==> config.mk <==
export PLATFORM = sky130hd
export DESIGN_NAME = lpcd_decoder
export DESIGN_NICKNAME = d
export VERILOG_FILES = /design/src/hdl/lpcd_pkg.sv /design/src/hdl/lpcd_sync.sv /design/src/hdl/lpcd_decoder.sv
export SDC_FILE = /design/constraint.sdc
export NUM_CORES = 1
export LEC_CHECK = 0
export ABC_AREA = 1
export BUFFER_PORTS_ARGS = -buffer_cell sky130_fd_sc_hd__clkbuf_2
export CAP_MARGIN = 20
export CORE_UTILIZATION = 45
export DETAILED_ROUTE_END_ITERATION = 8
export GPL_ROUTABILITY_DRIVEN = 1
export PLACE_DENSITY_LB_ADDON = 0.25
export SYNTH_ARGS = -nofsm -noshare
export SYNTH_HDL_FRONTEND = slang
export SYNTH_HIERARCHICAL = 1
export SYNTH_SLANG_ARGS = --single-unit
==> constraint.sdc <==
create_clock -name i_clk -period 2 [get_ports i_clk]
set_input_delay 0.3 -clock i_clk [delete_from_list [all_inputs] [get_ports i_clk]]
set_output_delay 0.3 -clock i_clk [all_outputs]
set_load 0.005 [all_outputs]
==> src/hdl/lpcd_pkg.sv <==
// Package of constants, types and field layouts for the command decoder.
package lpcd_pkg;

    // ==========================================================
    // Bus and field widths
    localparam int CA_W = 10;
    localparam int OPC_W = 4;
    localparam int ROW_W = 15;
    localparam int COL_W = 12;
    localparam int BANK_W = 3;
    localparam int MRA_W = 8;
    localparam int PAY_W = 8;
    localparam int NUM_BANKS = 8;

    // ==========================================================
    // Field positions on the rising half of the command.
    localparam int R_OPC_LSB = 0;
    localparam int R_OPC_MSB = 3;
    localparam int R_ROWHI_LSB = 2;
    localparam int R_ROWHI_MSB = 6;
    localparam int R_BANK_LSB = 7;
    localparam int R_BANK_MSB = 9;
    localparam int R_COL_LSB = 5;
    localparam int R_COL_MSB = 6;
    localparam int R_MRA_LSB = 4;
    localparam int R_MRA_MSB = 9;
    localparam int R_ALLBANK = 4;

    // Field positions on the falling half of the command.
    localparam int F_AP = 0;
    localparam int F_COL_LSB = 1;
    localparam int F_COL_MSB = 9;
    localparam int F_ROWLO_LSB = 0;
    localparam int F_ROWLO_MSB = 7;
    localparam int F_ROWTOP_LSB = 8;
    localparam int F_ROWTOP_MSB = 9;
    localparam int F_MRA_LSB = 0;
    localparam int F_MRA_MSB = 1;
    localparam int F_PAY_LSB = 2;
    localparam int F_PAY_MSB = 9;

    // Column bit 0 never travels on the bus.
    localparam logic COL0_VALUE = 1'h0;

    // ==========================================================
    // Opcode patterns of CA3..CA0, bit 0 is CA0; ? marks operand bits.
    localparam logic [OPC_W-1:0] OPC_MRW = 4'h0;
    localparam logic [OPC_W-1:0] OPC_MRR = 4'h8;
    localparam logic [OPC_W-1:0] OPC_REF_PB = 4'h4;
    localparam logic [OPC_W-1:0] OPC_REF_AB = 4'hc;
    localparam logic [OPC_W-1:0] OPC_ACT = 4'b??10;
    localparam logic [OPC_W-1:0] OPC_WR = 4'b?001;
    localparam logic [OPC_W-1:0] OPC_RD = 4'b?101;
    localparam logic [OPC_W-1:0] OPC_PRE = 4'hb;
    localparam logic [OPC_W-1:0] OPC_BST = 4'h3;
    localparam logic [OPC_W-1:0] OPC_NOP = 4'b?111;
    localparam logic [OPC_W-1:0] OPC_SELF_REFRESH = 4'hc;
    localparam logic [OPC_W-1:0] OPC_DPD = 4'b?011;

    // ==========================================================
    // Decoded command kinds.
    typedef enum logic [3:0] {
        K_NOP = 4'h0,
        K_MRW = 4'h1,
        K_MRR = 4'h2,
        K_REF_PB = 4'h3,
        K_REF_AB = 4'h4,
        K_ACT = 4'h5,
        K_WR = 4'h6,
        K_RD = 4'h7,
        K_PRE = 4'h8,
        K_BST = 4'h9,
        K_SELF_REFRESH_IN = 4'ha,
        K_DPD_IN = 4'hb,
        K_PD_IN = 4'hc,
        K_PD_OUT = 4'hd,
        K_ILLEGAL = 4'hf
    } lpcd_kind_t;

    // Power condition of the device.
    typedef enum logic [1:0] {
        P_ON = 2'h0,
        P_PD = 2'h1,
        P_SELF_REFRESH = 2'h2,
        P_DPD = 2'h3
    } lpcd_pwr_t;

    // Halves of the two-sample command.
    typedef enum logic [0:0] {
        S_RISE = 1'h0,
        S_FALL = 1'h1
    } lpcd_phase_t;

    // Pins as they arrive from the controller.
    typedef struct packed {
        logic ck;
        logic cs_n;
        logic cke;
        logic [CA_W-1:0] ca;
    } lpcd_pins_t;

    // One decoded command with all its fields.
    typedef struct packed {
        logic valid;
        lpcd_kind_t kind;
        logic [BANK_W-1:0] bank;
        logic [ROW_W-1:0] row;
        logic [COL_W-1:0] col;
        logic [MRA_W-1:0] mra;
        logic [PAY_W-1:0] payload;
        logic auto_precharge_flag;
        logic all_bank_select;
    } lpcd_cmd_t;

endpackage

==> src/hdl/lpcd_sync.sv <==
// Three-stage synchroniser for a group of pin inputs.
`timescale 1ns/1ps
`default_nettype none
module lpcd_sync #(
    parameter int WIDTH = 1
) (
    // Clock and reset.
    input wire logic i_clk,
    input wire logic i_sys_rst,
    // Pins from outside the clock domain.
    input wire logic [WIDTH-1:0] i_async,
    // Second and third stages for agreement checks.
    output logic [WIDTH-1:0] o_stage2,
    output logic [WIDTH-1:0] o_stage3
);

    logic [WIDTH-1:0] meta_ff;
    logic [WIDTH-1:0] stage2_ff;
    logic [WIDTH-1:0] stage3_ff;

    // ==========================================================
    // Stage chain
    // Each bit is its own chain; the first stage feeds only the second.
    for (genvar g = 0; g < WIDTH; g++) begin : g_bit
        always_ff @(posedge i_clk) begin
            if (i_sys_rst) begin
                meta_ff[g] <= 1'h0;
                stage2_ff[g] <= 1'h0;
                stage3_ff[g] <= 1'h0;
            end else begin
                meta_ff[g] <= i_async[g];
                stage2_ff[g] <= meta_ff[g];
                stage3_ff[g] <= stage2_ff[g];
            end
        end
    end

    assign o_stage2 = stage2_ff;
    assign o_stage3 = stage3_ff;

endmodule
`default_nettype wire

==> src/hdl/lpcd_decoder.sv <==
// Command/address decoder: recovers commands from the two-edge command bus.
//
// Operation
// Command kind from chip select, CA0-CA3, CKE.
// Chip select and CKE only on rising edge.
// Command spans rising then falling bus sample.
// Mode write: CKE high, select low, CA0-3 low.
// Mode address: CA4-9 rising, CA0-1 falling.
// Mode payload on falling CA2-9; read ignores.
// Activate: row high bits, bank on rising.
// Activate falling: row low and top bits.
// Read/write opcode, column 1-2, bank rising.
// Falling: auto precharge flag, column 3-11.
// Auto precharge flag precharges addressed bank.
// Column bit zero always taken as zero.
// Bank field selects the single target bank.
// Precharge: opcode, all-bank flag, bank rising.
// Per-bank refresh only with eight banks.
// Low-power exits detected without clock edges.
// Controller drives don't-care bits to levels.
// Controller issues only defined encodings, timings.
// After illegal event controller reinitialises device.
// After power-down exit, only NOPs meanwhile.
// After self refresh exit, only NOPs meanwhile.
// Register rising half, join falling, present.
`timescale 1ns/1ps
`default_nettype none
module lpcd_decoder #(
    parameter int BANKS = lpcd_pkg::NUM_BANKS
) (
    // Clock and reset.
    input wire logic i_clk,
    input wire logic i_sys_rst,
    // Pins from the memory controller.
    input wire lpcd_pkg::lpcd_pins_t i_pins,
    // Decoded command toward the bank state logic.
    output lpcd_pkg::lpcd_cmd_t o_cmd,
    output logic [lpcd_pkg::NUM_BANKS-1:0] o_bank_sel,
    output logic o_precharge_after,
    // Power condition and error report.
    output lpcd_pkg::lpcd_pwr_t o_pwr_state,
    output logic o_exit_pulse,
    output lpcd_pkg::lpcd_pwr_t o_exit_from,
    output logic o_illegal
);
    import lpcd_pkg::*;

    // ==========================================================
    // State of the decoder.
    typedef struct packed {
        logic ck_lvl;
        logic cke_lvl;
        logic cke_prev;
        lpcd_phase_t phase;
        lpcd_kind_t rise_kind;
        logic [CA_W-1:0] rise_ca;
        lpcd_pwr_t pwr;
        lpcd_cmd_t cmd;
        logic [NUM_BANKS-1:0] bank_sel;
        logic precharge_after;
        logic exit_pulse;
        lpcd_pwr_t exit_from;
        logic illegal;
    } lpcd_state_t;

    lpcd_state_t state_ff;
    lpcd_state_t nxt_state;
    lpcd_pins_t s2;
    lpcd_pins_t s3;

    // ==========================================================
    // Pin synchroniser.
    // All pins go through one synchroniser of equal depth, so CK, select and CA stay aligned.
    lpcd_sync #(
        .WIDTH($bits(lpcd_pins_t))
    ) u_sync (
        .i_clk(i_clk),
        .i_sys_rst(i_sys_rst),
        .i_async(i_pins),
        .o_stage2(s2),
        .o_stage3(s3)
    );

    // ==========================================================
    // Decode functions.
    // Rising-edge decode from chip select, CKE pair and CA0-CA3 only.
    // CKE pair: high-high runs, high-low enters a low-power state,
    // low-low holds it and low-high leaves it with a deselect.
    function automatic lpcd_kind_t decode_rise(input logic cke_p, input logic cke_n,
                                               input logic cs_n, input logic [OPC_W-1:0] opc);
        lpcd_kind_t k;
        k = K_ILLEGAL;
        if (cke_p && cke_n) begin
            if (cs_n) begin
                k = K_NOP;
            end else begin
                casez (opc)
                    OPC_MRW: k = K_MRW;
                    OPC_MRR: k = K_MRR;
                    OPC_REF_PB: k = (BANKS == NUM_BANKS) ? K_REF_PB : K_ILLEGAL;
                    OPC_REF_AB: k = K_REF_AB;
                    OPC_ACT: k = K_ACT;
                    OPC_WR: k = K_WR;
                    OPC_RD: k = K_RD;
                    OPC_PRE: k = K_PRE;
                    OPC_BST: k = K_BST;
                    OPC_NOP: k = K_NOP;
                    default: k = K_ILLEGAL;
                endcase
            end
        end else if (cke_p && !cke_n) begin
            if (cs_n) begin
                k = K_PD_IN;
            end else if (opc == OPC_SELF_REFRESH) begin
                k = K_SELF_REFRESH_IN;
            end else if (opc ==? OPC_DPD) begin
                k = K_DPD_IN;
            end
        end else if (!cke_p && !cke_n) begin
            // Holding a low-power state: only deselect or a NOP pattern is legal.
            if (cs_n || (opc ==? OPC_NOP)) begin
                k = K_NOP;
            end
        end else begin
            if (cs_n) begin
                k = K_PD_OUT;
            end
        end
        return k;
    endfunction

    // One-hot select of the addressed bank.
    // Shared by every bank-directed command.
    function automatic logic [NUM_BANKS-1:0] bank_onehot(input logic [BANK_W-1:0] ba);
        logic [NUM_BANKS-1:0] v;
        v = '0;
        v[ba] = 1'h1;
        return v;
    endfunction

    // ==========================================================
    // Next-state logic.
    // CK and CKE edges count only once stages two and three agree, so a
    // pin caught mid-transition cannot make a false edge. The price is a
    // latency of about four system clocks, so CK must stay well below
    // a quarter of the 50 MHz system rate.
    logic ck_rise;
    logic ck_fall;
    logic cke_stable_hi;
    logic cke_stable_lo;
    logic [BANK_W-1:0] rbank;
    logic [CA_W-1:0] f;
    logic [CA_W-1:0] r;

    always_comb begin
        nxt_state = state_ff;
        ck_rise = s2.ck && s3.ck && !state_ff.ck_lvl;
        ck_fall = !s2.ck && !s3.ck && state_ff.ck_lvl;
        cke_stable_hi = s2.cke && s3.cke;
        cke_stable_lo = !s2.cke && !s3.cke;
        r = state_ff.rise_ca;
        f = s3.ca;
        rbank = r[R_BANK_MSB:R_BANK_LSB];

        // Single-cycle outputs fall back each cycle.
        nxt_state.cmd.valid = 1'h0;
        nxt_state.exit_pulse = 1'h0;
        nxt_state.precharge_after = 1'h0;

        if (s2.ck == s3.ck) begin
            nxt_state.ck_lvl = s3.ck;
        end
        if (cke_stable_hi) begin
            nxt_state.cke_lvl = 1'h1;
        end else if (cke_stable_lo) begin
            nxt_state.cke_lvl = 1'h0;
        end

        // Low-power exit is seen from the CKE level alone, with no CK edge.
        // CK may stay parked during sleep, so waiting for an edge could hang.
        if (state_ff.pwr != P_ON && cke_stable_hi) begin
            nxt_state.pwr = P_ON;
            nxt_state.exit_pulse = 1'h1;
            nxt_state.exit_from = state_ff.pwr;
        end

        case (state_ff.phase)
            S_RISE: begin
                if (ck_rise) begin
                    // Chip select and CKE are taken only at this edge. CKE is the
                    // filtered level at this edge, since it may move together with CK.
                    nxt_state.cke_prev = nxt_state.cke_lvl;
                    nxt_state.rise_kind = decode_rise(state_ff.cke_prev, nxt_state.cke_lvl,
                                                      s3.cs_n,
                                                      s3.ca[R_OPC_MSB:R_OPC_LSB]);
                    nxt_state.rise_ca = s3.ca;
                    nxt_state.phase = S_FALL;
                end
            end
            S_FALL: begin
                if (ck_fall) begin
                    // Join both halves into one command.
                    nxt_state.phase = S_RISE;
                    nxt_state.cmd.valid = 1'h1;
                    nxt_state.cmd.kind = state_ff.rise_kind;
                    // Fields a command does not carry read as zero, never stale.
                    nxt_state.cmd.bank = '0;
                    nxt_state.cmd.row = '0;
                    nxt_state.cmd.col = '0;
                    nxt_state.cmd.mra = '0;
                    nxt_state.cmd.payload = '0;
                    nxt_state.cmd.auto_precharge_flag = 1'h0;
                    nxt_state.cmd.all_bank_select = 1'h0;
                    nxt_state.bank_sel = '0;
                    case (state_ff.rise_kind)
                        K_MRW, K_MRR: begin
                            nxt_state.cmd.mra = {f[F_MRA_MSB:F_MRA_LSB],
                                                 r[R_MRA_MSB:R_MRA_LSB]};
                            if (state_ff.rise_kind == K_MRW) begin
                                nxt_state.cmd.payload = f[F_PAY_MSB:F_PAY_LSB];
                            end
                        end
                        K_ACT: begin
                            nxt_state.cmd.bank = rbank;
                            nxt_state.cmd.row = {f[F_ROWTOP_MSB:F_ROWTOP_LSB],
                                                 r[R_ROWHI_MSB:R_ROWHI_LSB],
                                                 f[F_ROWLO_MSB:F_ROWLO_LSB]};
                            nxt_state.bank_sel = bank_onehot(rbank);
                        end
                        K_WR, K_RD: begin
                            nxt_state.cmd.bank = rbank;
                            nxt_state.cmd.col = {f[F_COL_MSB:F_COL_LSB],
                                                 r[R_COL_MSB:R_COL_LSB],
                                                 COL0_VALUE};
                            nxt_state.cmd.auto_precharge_flag = f[F_AP];
                            // Bank logic closes this bank once the burst is done.
                            nxt_state.precharge_after = f[F_AP];
                            nxt_state.bank_sel = bank_onehot(rbank);
                        end
                        K_PRE: begin
                            nxt_state.cmd.bank = rbank;
                            nxt_state.cmd.all_bank_select = r[R_ALLBANK];
                            // All-bank precharge selects every bank at once.
                            nxt_state.bank_sel = r[R_ALLBANK] ? '1 : bank_onehot(rbank);
                        end
                        K_REF_PB: begin
                            nxt_state.cmd.bank = rbank;
                            nxt_state.bank_sel = bank_onehot(rbank);
                        end
                        K_SELF_REFRESH_IN: nxt_state.pwr = P_SELF_REFRESH;
                        K_DPD_IN: nxt_state.pwr = P_DPD;
                        K_PD_IN: nxt_state.pwr = P_PD;
                        default: begin
                        end
                    endcase
                    // Illegal events stay flagged until reset; only a full restart clears them.
                    // A sticky flag lets slow firmware see a one-command fault.
                    if (state_ff.rise_kind == K_ILLEGAL) begin
                        nxt_state.illegal = 1'h1;
                    end
                end
            end
            default: nxt_state.phase = S_RISE;
        endcase

        if (i_sys_rst) begin
            nxt_state = '0;
            nxt_state.phase = S_RISE;
            nxt_state.pwr = P_ON;
            nxt_state.exit_from = P_ON;
            nxt_state.rise_kind = K_NOP;
            nxt_state.cmd.kind = K_NOP;
            // CKE idles high, so the first command after reset must not
            // look like a power-down exit and be refused.
            nxt_state.cke_lvl = 1'h1;
            nxt_state.cke_prev = 1'h1;
        end
    end

    // ==========================================================
    // State register.
    always_ff @(posedge i_clk) begin
        state_ff <= nxt_state;
    end

    // Outputs straight from the state register.
    // No output passes through logic, so none can glitch downstream.
    assign o_cmd = state_ff.cmd;
    assign o_bank_sel = state_ff.bank_sel;
    assign o_precharge_after = state_ff.precharge_after;
    assign o_pwr_state = state_ff.pwr;
    assign o_exit_pulse = state_ff.exit_pulse;
    assign o_exit_from = state_ff.exit_from;
    assign o_illegal = state_ff.illegal;

endmodule
`default_nettype wire

Yosys cells after proc, flatten, opt, wreduce, memory -nomap -nowiden --
Cells that the tools add are included.
Word-level totals: ROM bits 0, latch bits 0, logic and storage cells 147, output and inout bits 68, register bits 125, input bits 15, memories 0, RAM bits 0
Operators by class: multiply operators 0, reductions and logical operators 30, divide/modulo/power cells 0, shift-type cells 0, $lt $le $gt $ge 2, $add $sub $neg 0, eq/ne operators 22, bitwise operators 2, mux-type cells 31
Operators with widths (count):
- 2-to-1 mux 64 bit | 2
- one-hot mux 4 bit (10 select lines) | 1
- equality test 4 bit, second input constant | 8
- 2-to-1 mux 15 bit | 2
- 2-to-1 mux 4 bit | 5
- equality test 4 x 3 -> 1 bit, second input constant | 4
- 2-to-1 mux 16 bit | 1
- 2-to-1 mux 8 bit | 2
- one-hot mux 8 bit (2 select lines) | 1
- 2-to-1 mux 3 bit | 5
- equality test 4 x 2 -> 1 bit, second input constant | 3
- 2-to-1 mux 12 bit | 1
- logical AND 1 bit | 11
- logical NOT 1 bit | 7
- equality test 3 bit, second input constant | 2
- 2-to-1 mux 1 bit | 6
- one-hot mux 2 bit (3 select lines) | 1
- OR reduction 2 bit | 3
- OR reduction 5 bit | 1
- equality test 4 x 1 -> 1 bit, second input constant | 1
- logical NOT 4 bit | 1
- < comparator 3 x 4 -> 1 bit, second input constant | 1
- 2-to-1 mux 2 bit | 2
- AND reduction 2 bit | 2
- 13 further kinds | 14

Logic depth before layout (Yosys ltp) --
Gate-level depths: netlist (run 1).
depth in word-level cells 11, gate-level depth with buffers 9, gate-level depth less buffers 8

By module --
The synthesis (run 1) kept the hierarchy.
By module, submodules not included:
- lpcd_decoder | cells an instance 517, area each 3958.8 um2, seq. area each 1661.6 um2, times used 1
- lpcd_sync | cells an instance 121, area each 1106.1 um2, seq. area each 780.7 um2, times used 1

Least setup slack after synthesis (run 1) --
Ideal clock, no wire load.
path kind reg-to-reg, start point reg u_sync.stage2_ff[12], in the netlist u_sync/o_stage2[12], end point reg state_ff (netlist bit o_cmd[13]), setup time 0.128 ns, required time 1.872 ns, buffers on the path 1, setup slack 0.653 ns, period minus slack after synthesis 1.347 ns, arrival 1.219 ns, cell stages (with the launch flop) 8, cell sequence dfxtp_1 inv_1 ha_1 nand3_2 buf_2 nor2_1 a22oi_1 nor2_1
Between the ends: cells in the longest elaborated chain, start to end 4
RTL lines:
- from (decl) | line lpcd_sync.sv:18 | logic [WIDTH-1:0] stage2_ff;
- from (signal, indexed assignment) | line lpcd_sync.sv:32 | stage2_ff[g] <= meta_ff[g];
- logical NOT 1 bit | line lpcd_decoder.sv:158 | ck_fall = !s2.ck && !s3.ck && state_ff.ck_lvl;
- logical AND 1 bit (2 in series) | line lpcd_decoder.sv:158
- AND reduction 2 bit (no source line)
- to (signal assigned) | line lpcd_decoder.sv:283 | state_ff <= nxt_state;
- to (decl) | line lpcd_decoder.sv:66 | lpcd_state_t state_ff;
No other way between the ends. A chain may end at the register's enable or synchronous reset.

Worst setup path in the final report (run 1) --
start point reg u_sync.stage2_ff[12], in the netlist u_sync/o_stage2[12], end point reg state_ff (netlist bit o_cmd[4])
The elaborated chain is that of the path after synthesis.

==> flow_metrics.tcl, run 1 <==
set metrics [dict create \
    insertedDiodeCount 0 \
    p_leak_uw 0.00248 \
    finalInstanceArea_sq_mm 0.00581 \
    synth-edff-count 0 \
    path_class "reg -> reg" \
    clk_latency_ns 0.53 \
    synth_cell_type_count 29 \
    grt_use_total 0.183 \
    synthesis.area_sq_mm 0.00506 \
    dp_hpwl_um 6520 \
    clkTransAtPathRegs_ns 0.06 \
    synth_ff_type "sky130_fd_sc_hd__dfxtp_1" \
    clock_path_buffers 2 \
    drt_antenna_net_count 0 \
    port_buffers 81 \
    ioPinCount 83 \
    holdCritPathClass "in -> reg" \
    share_of_cells_above_drive_strength_1 0.240 \
    grt.busiest_layer "met2" \
    gp_routability_congestion 0.784 \
    timing.final.max_slew_violations 0 \
    path_buf_inv 3 \
    setup.worst_path.end_class "register" \
    timing.critical_path.from_type "register" \
    synth-warning-count 6 \
    area_enclosed_by_the_die_boundary_sq_mm 0.0117 \
    route.detailed.drc 0 \
    slowest_delay_ns 0.38 \
    power.density_cell_area_mw_per_mm2 975 \
    post-cts-setup-buffer-count 0 \
    finalCritPeriodShare 0.833 \
    synth_sequential_area_ratio 0.482 \
    slowest_stage "sky130_fd_sc_hd__inv_2" \
    vias_in_the_first_global_route 3599 \
    final_period_minus_worst_setup_slack_ns 1.67 \
    cts.htree.levels 4 \
    preCtsSetupSlack_ns 0.414 \
    dr.pass1.iters 5 \
    path_max_fanout 24 \
    synth-async-reset-ratio 0 \
    global_routing_usage_on_met2 0.291 \
    fmaxAchievable_mhz 600 \
    ys_seq_elements 122 \
    syn-num-nets 655 \
    rsz_0062_raised_after_global_routing "false" \
    vias 3838 \
    cts_sinks 122 \
    core_region_area_sq_mm 0.0109 \
    finalSetupTns_ns 0 \
    die_width_um 108 \
    multi_input_area_sq_mm 0.00169 \
    worst_hold_slack_ns 0.173 \
    postLayoutSetupSlackWorst_ns 0.333 \
    dieHeight_um 108 \
    vdd_drop_max_mv 0.491 \
    grt_start_max_net_pins 104 \
    fillCellCount 1048 \
    report.final.setup_viol 0 \
    cts_buffers 17 \
    avgSynthCellArea_sq_um 7.94 \
    clock_tree.root_cell "sky130_fd_sc_hd__clkbuf_8" \
    tritoncts_clock_tree "yes" \
    routed_wirelength_um 9780 \
    register_area_sq_mm 0.00244 \
    met1_usage 0.224 \
    outcome "finished, final reports clean" \
    finish.net_count 683 \
    postSynthCellCount 638 \
    grt.overflow.total 0 \
    initialDrtViolationCount 208 \
    cp_data_arrival_time_ns 2.11 \
    cpLargestDelayFamily "buffers and inverters" \
    routedWlPerCell_um 11.9 \
    clock-skew-final_ns 0.0238 \
    crit_chain "inv_1, ha_1, nand3_2, inv_2, nand2_1, inv_1, nand2_1, a21oi_1" \
    ratio_of_routed_vias_to_standard_cells 4.69 \
    area_growth_pct 14.7 \
    hold_violations_final 0 \
    cap_viol_max_count 0 \
    grt_first_pass_wirelength_um 16500 \
    grt.met3_usage 0.0579 \
    antenna_found_initial 0 \
    placement.cell_area_sq_mm 0.00508 \
    worstPathRequired_ns 2.44 \
    initial_utilization 0.465 \
    floorplan.rows 38 \
]
-- final cells by class --
type,count,area share
sequential,122,0.420
inverter,77,0.0497
timing repair buffer,100,0.105
tap,140,0.0301
clock buffer,18,0.0736
multi-input combinational,348,0.292
clock inverter,14,0.0299
-- stage by stage --
step	power (uW)	utilization	cells
final	5660	0.534	819
after CTS	5730	0.534	819
after global placement	2660	0.466	774
after floorplan	2620	-	638
after global routing	5870	0.534	819
after detailed placement	2660	0.466	774
-- cells in the mapped netlist (2+ instances only) --
cell type	count	area, sq um
sky130_fd_sc_hd__a22oi_1	8	60.1
sky130_fd_sc_hd__inv_1	69	259
sky130_fd_sc_hd__nor2_2	8	50.1
sky130_fd_sc_hd__inv_2	6	22.5
sky130_fd_sc_hd__nand3_1	25	125
sky130_fd_sc_hd__nand3_2	8	80.1
sky130_fd_sc_hd__nand2_2	5	31.3
sky130_fd_sc_hd__nand2_1	123	462
sky130_fd_sc_hd__a21oi_1	55	275
sky130_fd_sc_hd__ha_1	2	25.0
sky130_fd_sc_hd__o21ai_0	21	105
sky130_fd_sc_hd__a21oi_2	11	96.3
sky130_fd_sc_hd__nor2_1	70	263
sky130_fd_sc_hd__nor3_1	2	10.0
sky130_fd_sc_hd__nand4_1	2	12.5
sky130_fd_sc_hd__clkinv_1	2	7.51
sky130_fd_sc_hd__buf_4	67	503
sky130_fd_sc_hd__nor3_4	3	48.8
sky130_fd_sc_hd__dfxtp_1	122	2440
sky130_fd_sc_hd__buf_1	3	11.3
sky130_fd_sc_hd__buf_2	5	25.0
sky130_fd_sc_hd__buf_6	4	45.0
sky130_fd_sc_hd__clkbuf_1	11	41.3
-- routing by layer --
metal	vias to the layer above	routed length, um
li1	1980	-
met1	1746	4430
met2	98	4580
met3	14	584
met4	0	180
met5	-	0
-- flip-flops by register name, indices dropped and copies added (netlist names), 2 cells and up --
register	count
o_cmd	52
u_sync/meta_ff	13
u_sync/o_stage2	13
u_sync/o_stage3	13
o_bank_sel	8
r	8
state_ff	8
o_exit_from	2
o_pwr_state	2
-- worst register-to-register path, stage by stage, from the launching register on --
cell and delay [ns]:
sky130_fd_sc_hd__dfxtp_1 0.33, sky130_fd_sc_hd__inv_1 0.06, sky130_fd_sc_hd__ha_1 0.18, sky130_fd_sc_hd__nand3_2 0.13, sky130_fd_sc_hd__inv_2 0.38, sky130_fd_sc_hd__nand2_1 0.15, sky130_fd_sc_hd__inv_1 0.12, sky130_fd_sc_hd__nand2_1 0.08
sky130_fd_sc_hd__a21oi_1 0.16
-- kinds of logic (layout without fill, tap and decap cells) --
group           Yosys count  count (layout)  synth area share
simple gates            249             249             0.221
compound gates           96              96             0.108
flops                   122             122             0.482
buf+inv                 168             209             0.183
other cells               1               1          0.000740
fa+ha+maj                 2               2           0.00494
-- final timing paths --
path / from / to / slack [ns] / depth (start not counted)
min reg2reg: u_sync/meta_ff[4] / u_sync/o_stage2[4] / 0.40 / 2
min: i_sys_rst / state_ff[84] / 0.17 / 3
max reg2reg: u_sync/o_stage2[12] / o_cmd[4] / 0.33 / 8
max: u_sync/o_stage2[12] / o_cmd[4] / 0.33 / 8
-- placed cells by master (no fill, tap or decap), types with 11 or more instances in the layout --
cell and count:
sky130_fd_sc_hd__a21oi_1 55, sky130_fd_sc_hd__a21oi_2 11, sky130_fd_sc_hd__clkbuf_16 16, sky130_fd_sc_hd__clkbuf_2 80, sky130_fd_sc_hd__dfxtp_1 122, sky130_fd_sc_hd__dlygate4sd3_1 13
sky130_fd_sc_hd__inv_1 69, sky130_fd_sc_hd__nand2_1 123, sky130_fd_sc_hd__nand3_1 25, sky130_fd_sc_hd__nor2_1 70, sky130_fd_sc_hd__o21ai_0 21
-- timing repair --
action / CTS / global route
hold endpoints to repair: 13 / 0
gates resized for setup: 0 / 0
hold buffers: 13 / 0
endpoints found under the setup margin: 0 / 0
-- where the power goes --
group          total (uW)  switching, uW  internal, uW
clock                3040           1110          1930
sequential           2480           16.5          2470
combinational         142           85.0          56.9
total                5660           1210          4460
Note: power is estimated with default switching activity, not from simulation.
==> run 2: changes to the inputs <==
clock period = 1.6 ns   (was 2 ns; I/O delays follow)
==> flow_metrics.tcl, run 2 (same netlist as run 1, synthesis figures left out) <==
set metrics [dict create \
    outcome "finished, final reports clean" \
    finalCritPeriodShare 0.922 \
    internal_power_summed_over_all_cells_uw 5810 \
    ff2ff_setup_slack_ns 0.12 \
    place_inst 778 \
    ratio_of_routed_vias_to_standard_cells 4.59 \
    clock_tree.root_cell "sky130_fd_sc_hd__clkbuf_8" \
    area_enclosed_by_the_die_boundary_sq_mm 0.0117 \
    routedWlPerCell_um 12.0 \
    worstPathRequired_ns 1.98 \
    die_width_um 108 \
    routed_wirelength_um 9850 \
    cap_viol_max_count 0 \
    clkTransAtPathRegs_ns 0.06 \
    core_region_area_sq_mm 0.0109 \
    highest_count_cells_in_the_layout_ignoring_fill_and_taps "sky130_fd_sc_hd__nand2_1, sky130_fd_sc_hd__dfxtp_1, sky130_fd_sc_hd__clkbuf_2" \
    post-cts-setup-buffer-count 0 \
    initialDrtViolationCount 218 \
    insertedDiodeCount 0 \
    cts_buffers 17 \
    p_sw_uw 1470 \
    finish.net_count 687 \
    clock_path_buffers 2 \
    cts.htree.levels 4 \
    grt_use_total 0.180 \
    route.detailed.drc 0 \
    grt_start_max_net_pins 104 \
    vias 3779 \
    path_common_cell "sky130_fd_sc_hd__nor2_1" \
    rsz_0062_raised_after_global_routing "false" \
    clock-skew-final_ns 0.0115 \
    dieHeight_um 108 \
    final_core_utilization 0.540 \
    grt.overflow.total 0 \
    clk_latency_ns 0.51 \
    vias_in_the_first_global_route 3442 \
    ioPinCount 83 \
    holdCritPathClass "in -> reg" \
    crit_chain "inv_1, ha_1, nand3_4, buf_12, nor2_1, a22oi_1, nor2_1" \
    final_period_minus_worst_setup_slack_ns 1.48 \
    report.final.setup_viol 0 \
    dp_hpwl_um 6640 \
    setup.worst_path.end_class "register" \
    comb_power_share 0.025 \
    p_leak_uw 0.00252 \
    dr.pass1.iters 4 \
    finalSetupTns_ns 0 \
    initial_utilization 0.465 \
    tritoncts_clock_tree "yes" \
    drt_antenna_net_count 0 \
    cts_sinks 122 \
    path_class "reg -> reg" \
    gp_routability_congestion 0.805 \
    area_growth_pct 16.1 \
    timing.critical_path.from_type "register" \
    fmaxAchievable_mhz 678 \
    floorplan.rows 38 \
    grt_first_pass_wirelength_um 16100 \
    final_cell_count_no_fill 823 \
    seq_power_share 0.427 \
    port_buffers 81 \
    slowest_delay_ns 0.35 \
    antenna_found_initial 0 \
    worst_hold_slack_ns 0.104 \
    power.density_cell_area_mw_per_mm2 1240 \
    share_of_cells_above_drive_strength_1 0.247 \
    slowest_stage "sky130_fd_sc_hd__dfxtp_1" \
    cpLargestDelayFamily "flip-flops" \
    vdd_drop_max_mv 0.718 \
    path_buf_inv 2 \
    sw_frac_of_total 0.202 \
    hold_violations_final 0 \
    path_max_fanout 45 \
    mostFrequentLayoutCell "sky130_fd_sc_hd__nand2_1" \
    timing.final.max_slew_violations 0 \
    cp_data_arrival_time_ns 1.86 \
    clock_power_share 0.548 \
    largest_reg_flops 52 \
]
## run 2: cell count changes in the layout (fill, tap and decap cells not counted), sizes merged
cell      previous run  this run
buf                  7        11
clkbuf              98       101
clkinv               9         7
clkinvlp             4         2
bufinv               3         4
## run 2: worst paths after layout
| path | to | cells after the start | start |
|---|---|---|---|
| max | o_cmd[14] | 7 | u_sync/o_stage2[12] |
| min | state_ff[84] | 3 | i_sys_rst |
| max reg2reg | o_cmd[14] | 7 | u_sync/o_stage2[12] |
| min reg2reg | u_sync/o_stage2[8] | 2 | u_sync/meta_ff[8] |
## run 2: timing repair
item / CTS / global route
hold endpoints to repair: 13 / 0
resized for setup: 0 / 5
hold buffers: 13 / 0
endpoints found under the setup margin: 0 / 10
## run 2: worst register-to-register path, cell delays in order, from the launching register on
cell and delay [ns]:
sky130_fd_sc_hd__dfxtp_1 0.35, sky130_fd_sc_hd__inv_1 0.05, sky130_fd_sc_hd__ha_1 0.23, sky130_fd_sc_hd__nand3_4 0.13, sky130_fd_sc_hd__buf_12 0.23, sky130_fd_sc_hd__nor2_1 0.11, sky130_fd_sc_hd__a22oi_1 0.19, sky130_fd_sc_hd__nor2_1 0.06
## run 2: power groups by stage
stage | Sequential [uW] | Clock [uW] | Combinational [uW]
6_report | 3110 | 3990 | 181
5_1_grt | 3110 | 4210 | 206
4_1_cts | 3110 | 4090 | 182
3_5_place_dp | 3170 | 0 | 156
3_3_place_gp | 3170 | 0 | 153
2_1_floorplan | 3160 | 0 | 116
## run 2: cell type report
| type | count | area (sq um) |
|---|---|---|
| Sequential cell | 122 | 2440 |
| Timing Repair Buffer | 104 | 638 |
| Fill cell | 1022 | 5010 |
| Clock buffer | 21 | 459 |
| Tap cell | 140 | 175 |
| Multi-Input combinational cell | 348 | 1700 |
| Clock inverter | 11 | 168 |
| Inverter | 77 | 292 |
## run 2: stage by stage
| step | instance area (sq um) | setup slack (ns) | power (uW) |
|---|---|---|---|
| after global placement | 5110 | 0.143 | 3320 |
| after CTS | 5870 | 0.0293 | 7370 |
| after detailed placement | 5110 | 0.0450 | 3330 |
| final | 5880 | 0.124 | 7280 |
| after floorplan | 5060 | 0.253 | 3280 |
| after global routing | 5880 | 0.00931 | 7530 |
## run 2: routing by layer
metal,vias up,global-route usage,share of wire
li1,1990,-,-
met1,1712,0.221,0.47
met2,70,0.294,0.49
met3,7,0.0506,0.033
met4,0,0.0773,0.0078
met5,-,0,0
==> run 3: changes to the inputs <==
CAP_MARGIN = not set   (was 20)
CELL_PAD_IN_SITES_DETAIL_PLACEMENT = 1   (was not set)
CELL_PAD_IN_SITES_GLOBAL_PLACEMENT = 2   (was not set)
CORE_UTILIZATION = 32   (was 45)
==> flow_metrics.tcl, run 3 (same netlist as run 1, synthesis figures left out) <==
set metrics [dict create \
    outcome "finished, final reports clean" \
    path_buf_inv 2 \
    multi_input_area_sq_mm 0.00171 \
    critPathLaunch "u_sync/o_stage2[12]" \
    area_enclosed_by_the_die_boundary_sq_mm 0.0163 \
    slowest_delay_ns 0.35 \
    area_growth_pct 16.4 \
    ff2ff_setup_slack_ns 0.14 \
    initial_utilization 0.331 \
    ioPinCount 83 \
    cap_viol_max_count 0 \
    initialDrtViolationCount 152 \
    dieHeight_um 128 \
    insertedDiodeCount 0 \
    die_width_um 128 \
    timing.final.max_slew_violations 0 \
    share_of_cells_above_drive_strength_1 0.247 \
    mostFrequentLayoutCell "sky130_fd_sc_hd__nand2_1" \
    fillCellCount 1896 \
    fmaxAchievable_mhz 684 \
    post-cts-setup-buffer-count 0 \
    worstPathRequired_ns 1.89 \
    register_area_sq_mm 0.00244 \
    ratio_of_routed_vias_to_standard_cells 4.36 \
    path_class "reg -> reg" \
    final_period_minus_worst_setup_slack_ns 1.46 \
    crit_path_to "o_cmd[14]" \
    gp_routability_congestion 0.755 \
    grt.busiest_layer "met2" \
    met1_usage 0.198 \
    worstRegToRegCells 7 \
    worst_hold_slack_ns 0.0208 \
    cpLargestDelayFamily "flip-flops" \
    global_routing_usage_on_met2 0.258 \
    vias 3889 \
    clock-skew-final_ns 0.00570 \
    cts_buffers 17 \
    slowest_stage "sky130_fd_sc_hd__dfxtp_1" \
    clock_tree.root_cell "sky130_fd_sc_hd__clkbuf_16" \
    core_region_area_sq_mm 0.0153 \
    route.detailed.drc 0 \
    worstReg2RegEnd "o_cmd[14]" \
    report.final.setup_viol 0 \
    crit_cells 7 \
    power.density_cell_area_mw_per_mm2 1160 \
    path_common_cell "sky130_fd_sc_hd__nor2_1" \
    highest_count_cells_in_the_layout_ignoring_fill_and_taps "sky130_fd_sc_hd__nand2_1, sky130_fd_sc_hd__dfxtp_1, sky130_fd_sc_hd__clkbuf_2" \
    finalCritPeriodShare 0.914 \
    grt.overflow.total 0 \
    routedWlPerCell_um 13.4 \
    setup.worst_path.end_class "register" \
    final_cell_count_no_fill 892 \
    path_max_fanout 29 \
    finish.net_count 687 \
    cp_data_arrival_time_ns 1.76 \
    p_leak_uw 0.00249 \
    cts_sinks 122 \
    launch_instance_of_the_worst_register_to_register_path "u_sync/o_stage2[12]" \
    timing.critical_path.from_type "register" \
    grt.met3_usage 0.0492 \
    grt_first_pass_wirelength_um 19800 \
    crit_chain "inv_1, ha_1, nand3_4, buf_12, nor2_1, a22oi_1, nor2_1" \
    floorplan.rows 45 \
    tritoncts_clock_tree "yes" \
    dr.pass1.iters 4 \
    largest_reg_flops 52 \
    vdd_drop_max_mv 0.726 \
    clock_path_buffers 2 \
    dp_hpwl_um 8580 \
    drt_antenna_net_count 0 \
    antenna_found_initial 0 \
    clk_latency_ns 0.42 \
    port_buffers 81 \
    cts.htree.levels 4 \
    grt_use_total 0.160 \
    holdCritPathClass "in -> reg" \
    hold_violations_final 0 \
    vias_in_the_first_global_route 3906 \
    grt_start_max_net_pins 69 \
    place_inst 852 \
    routed_wirelength_um 11900 \
    clkTransAtPathRegs_ns 0.05 \
    rsz_0062_raised_after_global_routing "false" \
    finalSetupTns_ns 0 \
]
==> run 3: worst min-delay path by stage <==
stage                                    from             endpoint  cells past startpoint
final                              i_pins[10]   u_sync/meta_ff[10]                      3
after global routing               i_pins[10]   u_sync/meta_ff[10]                      3
after CTS                          i_pins[12]   u_sync/meta_ff[12]                      3
after detailed placement    u_sync/meta_ff[1]   u_sync/o_stage2[1]                      2
after global placement    u_sync/o_stage2[11]  u_sync/o_stage3[11]                      2
after floorplan                     i_pins[0]    u_sync/meta_ff[0]                      2
==> run 3: repair_timing <==
item                                    CTS  global route
hold buffers                             10             0
endpoints found under the setup margin    0            10
gates resized for setup                   0             5
hold endpoints to repair                 10             0
==> run 3: report_power, final <==
part / total (uW) / internal [uW] / switching [uW]
sequential: 3110 / 3090 / 22.7
clock: 3540 / 2220 / 1320
combinational: 181 / 68.6 / 113
==> run 3: cell type report <==
class | count | share of cell area
Clock buffer | 22 | 0.0804
Clock inverter | 8 | 0.0121
Inverter | 77 | 0.0499
Multi-Input combinational cell | 348 | 0.289
Sequential cell | 122 | 0.414
Tap cell | 211 | 0.0448
Timing Repair Buffer | 104 | 0.109
==> run 3: stage by stage <==
stage | cell area [sq um] | util | total power (uW) | worst slack (ns)
floorplan | 5060 | - | 3280 | 0.253
detailed placement | 5230 | 0.342 | 3340 | 0.0338
CTS | 5880 | 0.384 | 6930 | 0.0266
global route | 5900 | 0.385 | 7120 | 0.00702
finish | 5900 | 0.385 | 6830 | 0.137
global placement | 5230 | 0.342 | 3330 | 0.141
==> run 3: routing by layer <==
layer / vias up / routed length [um] / part of all wire
met5: - / 0 / 0
met4: 0 / 181 / 0.015
met3: 16 / 462 / 0.039
met2: 66 / 5580 / 0.47
met1: 1822 / 5710 / 0.48
li1: 1985 / - / -
==> run 3: worst min-delay path, delay by kind of cell <==
kind | cells | cell delay (ns)
buffers and inverters | 2 | 0.12
and+or+nand+nor | 1 | 0.03
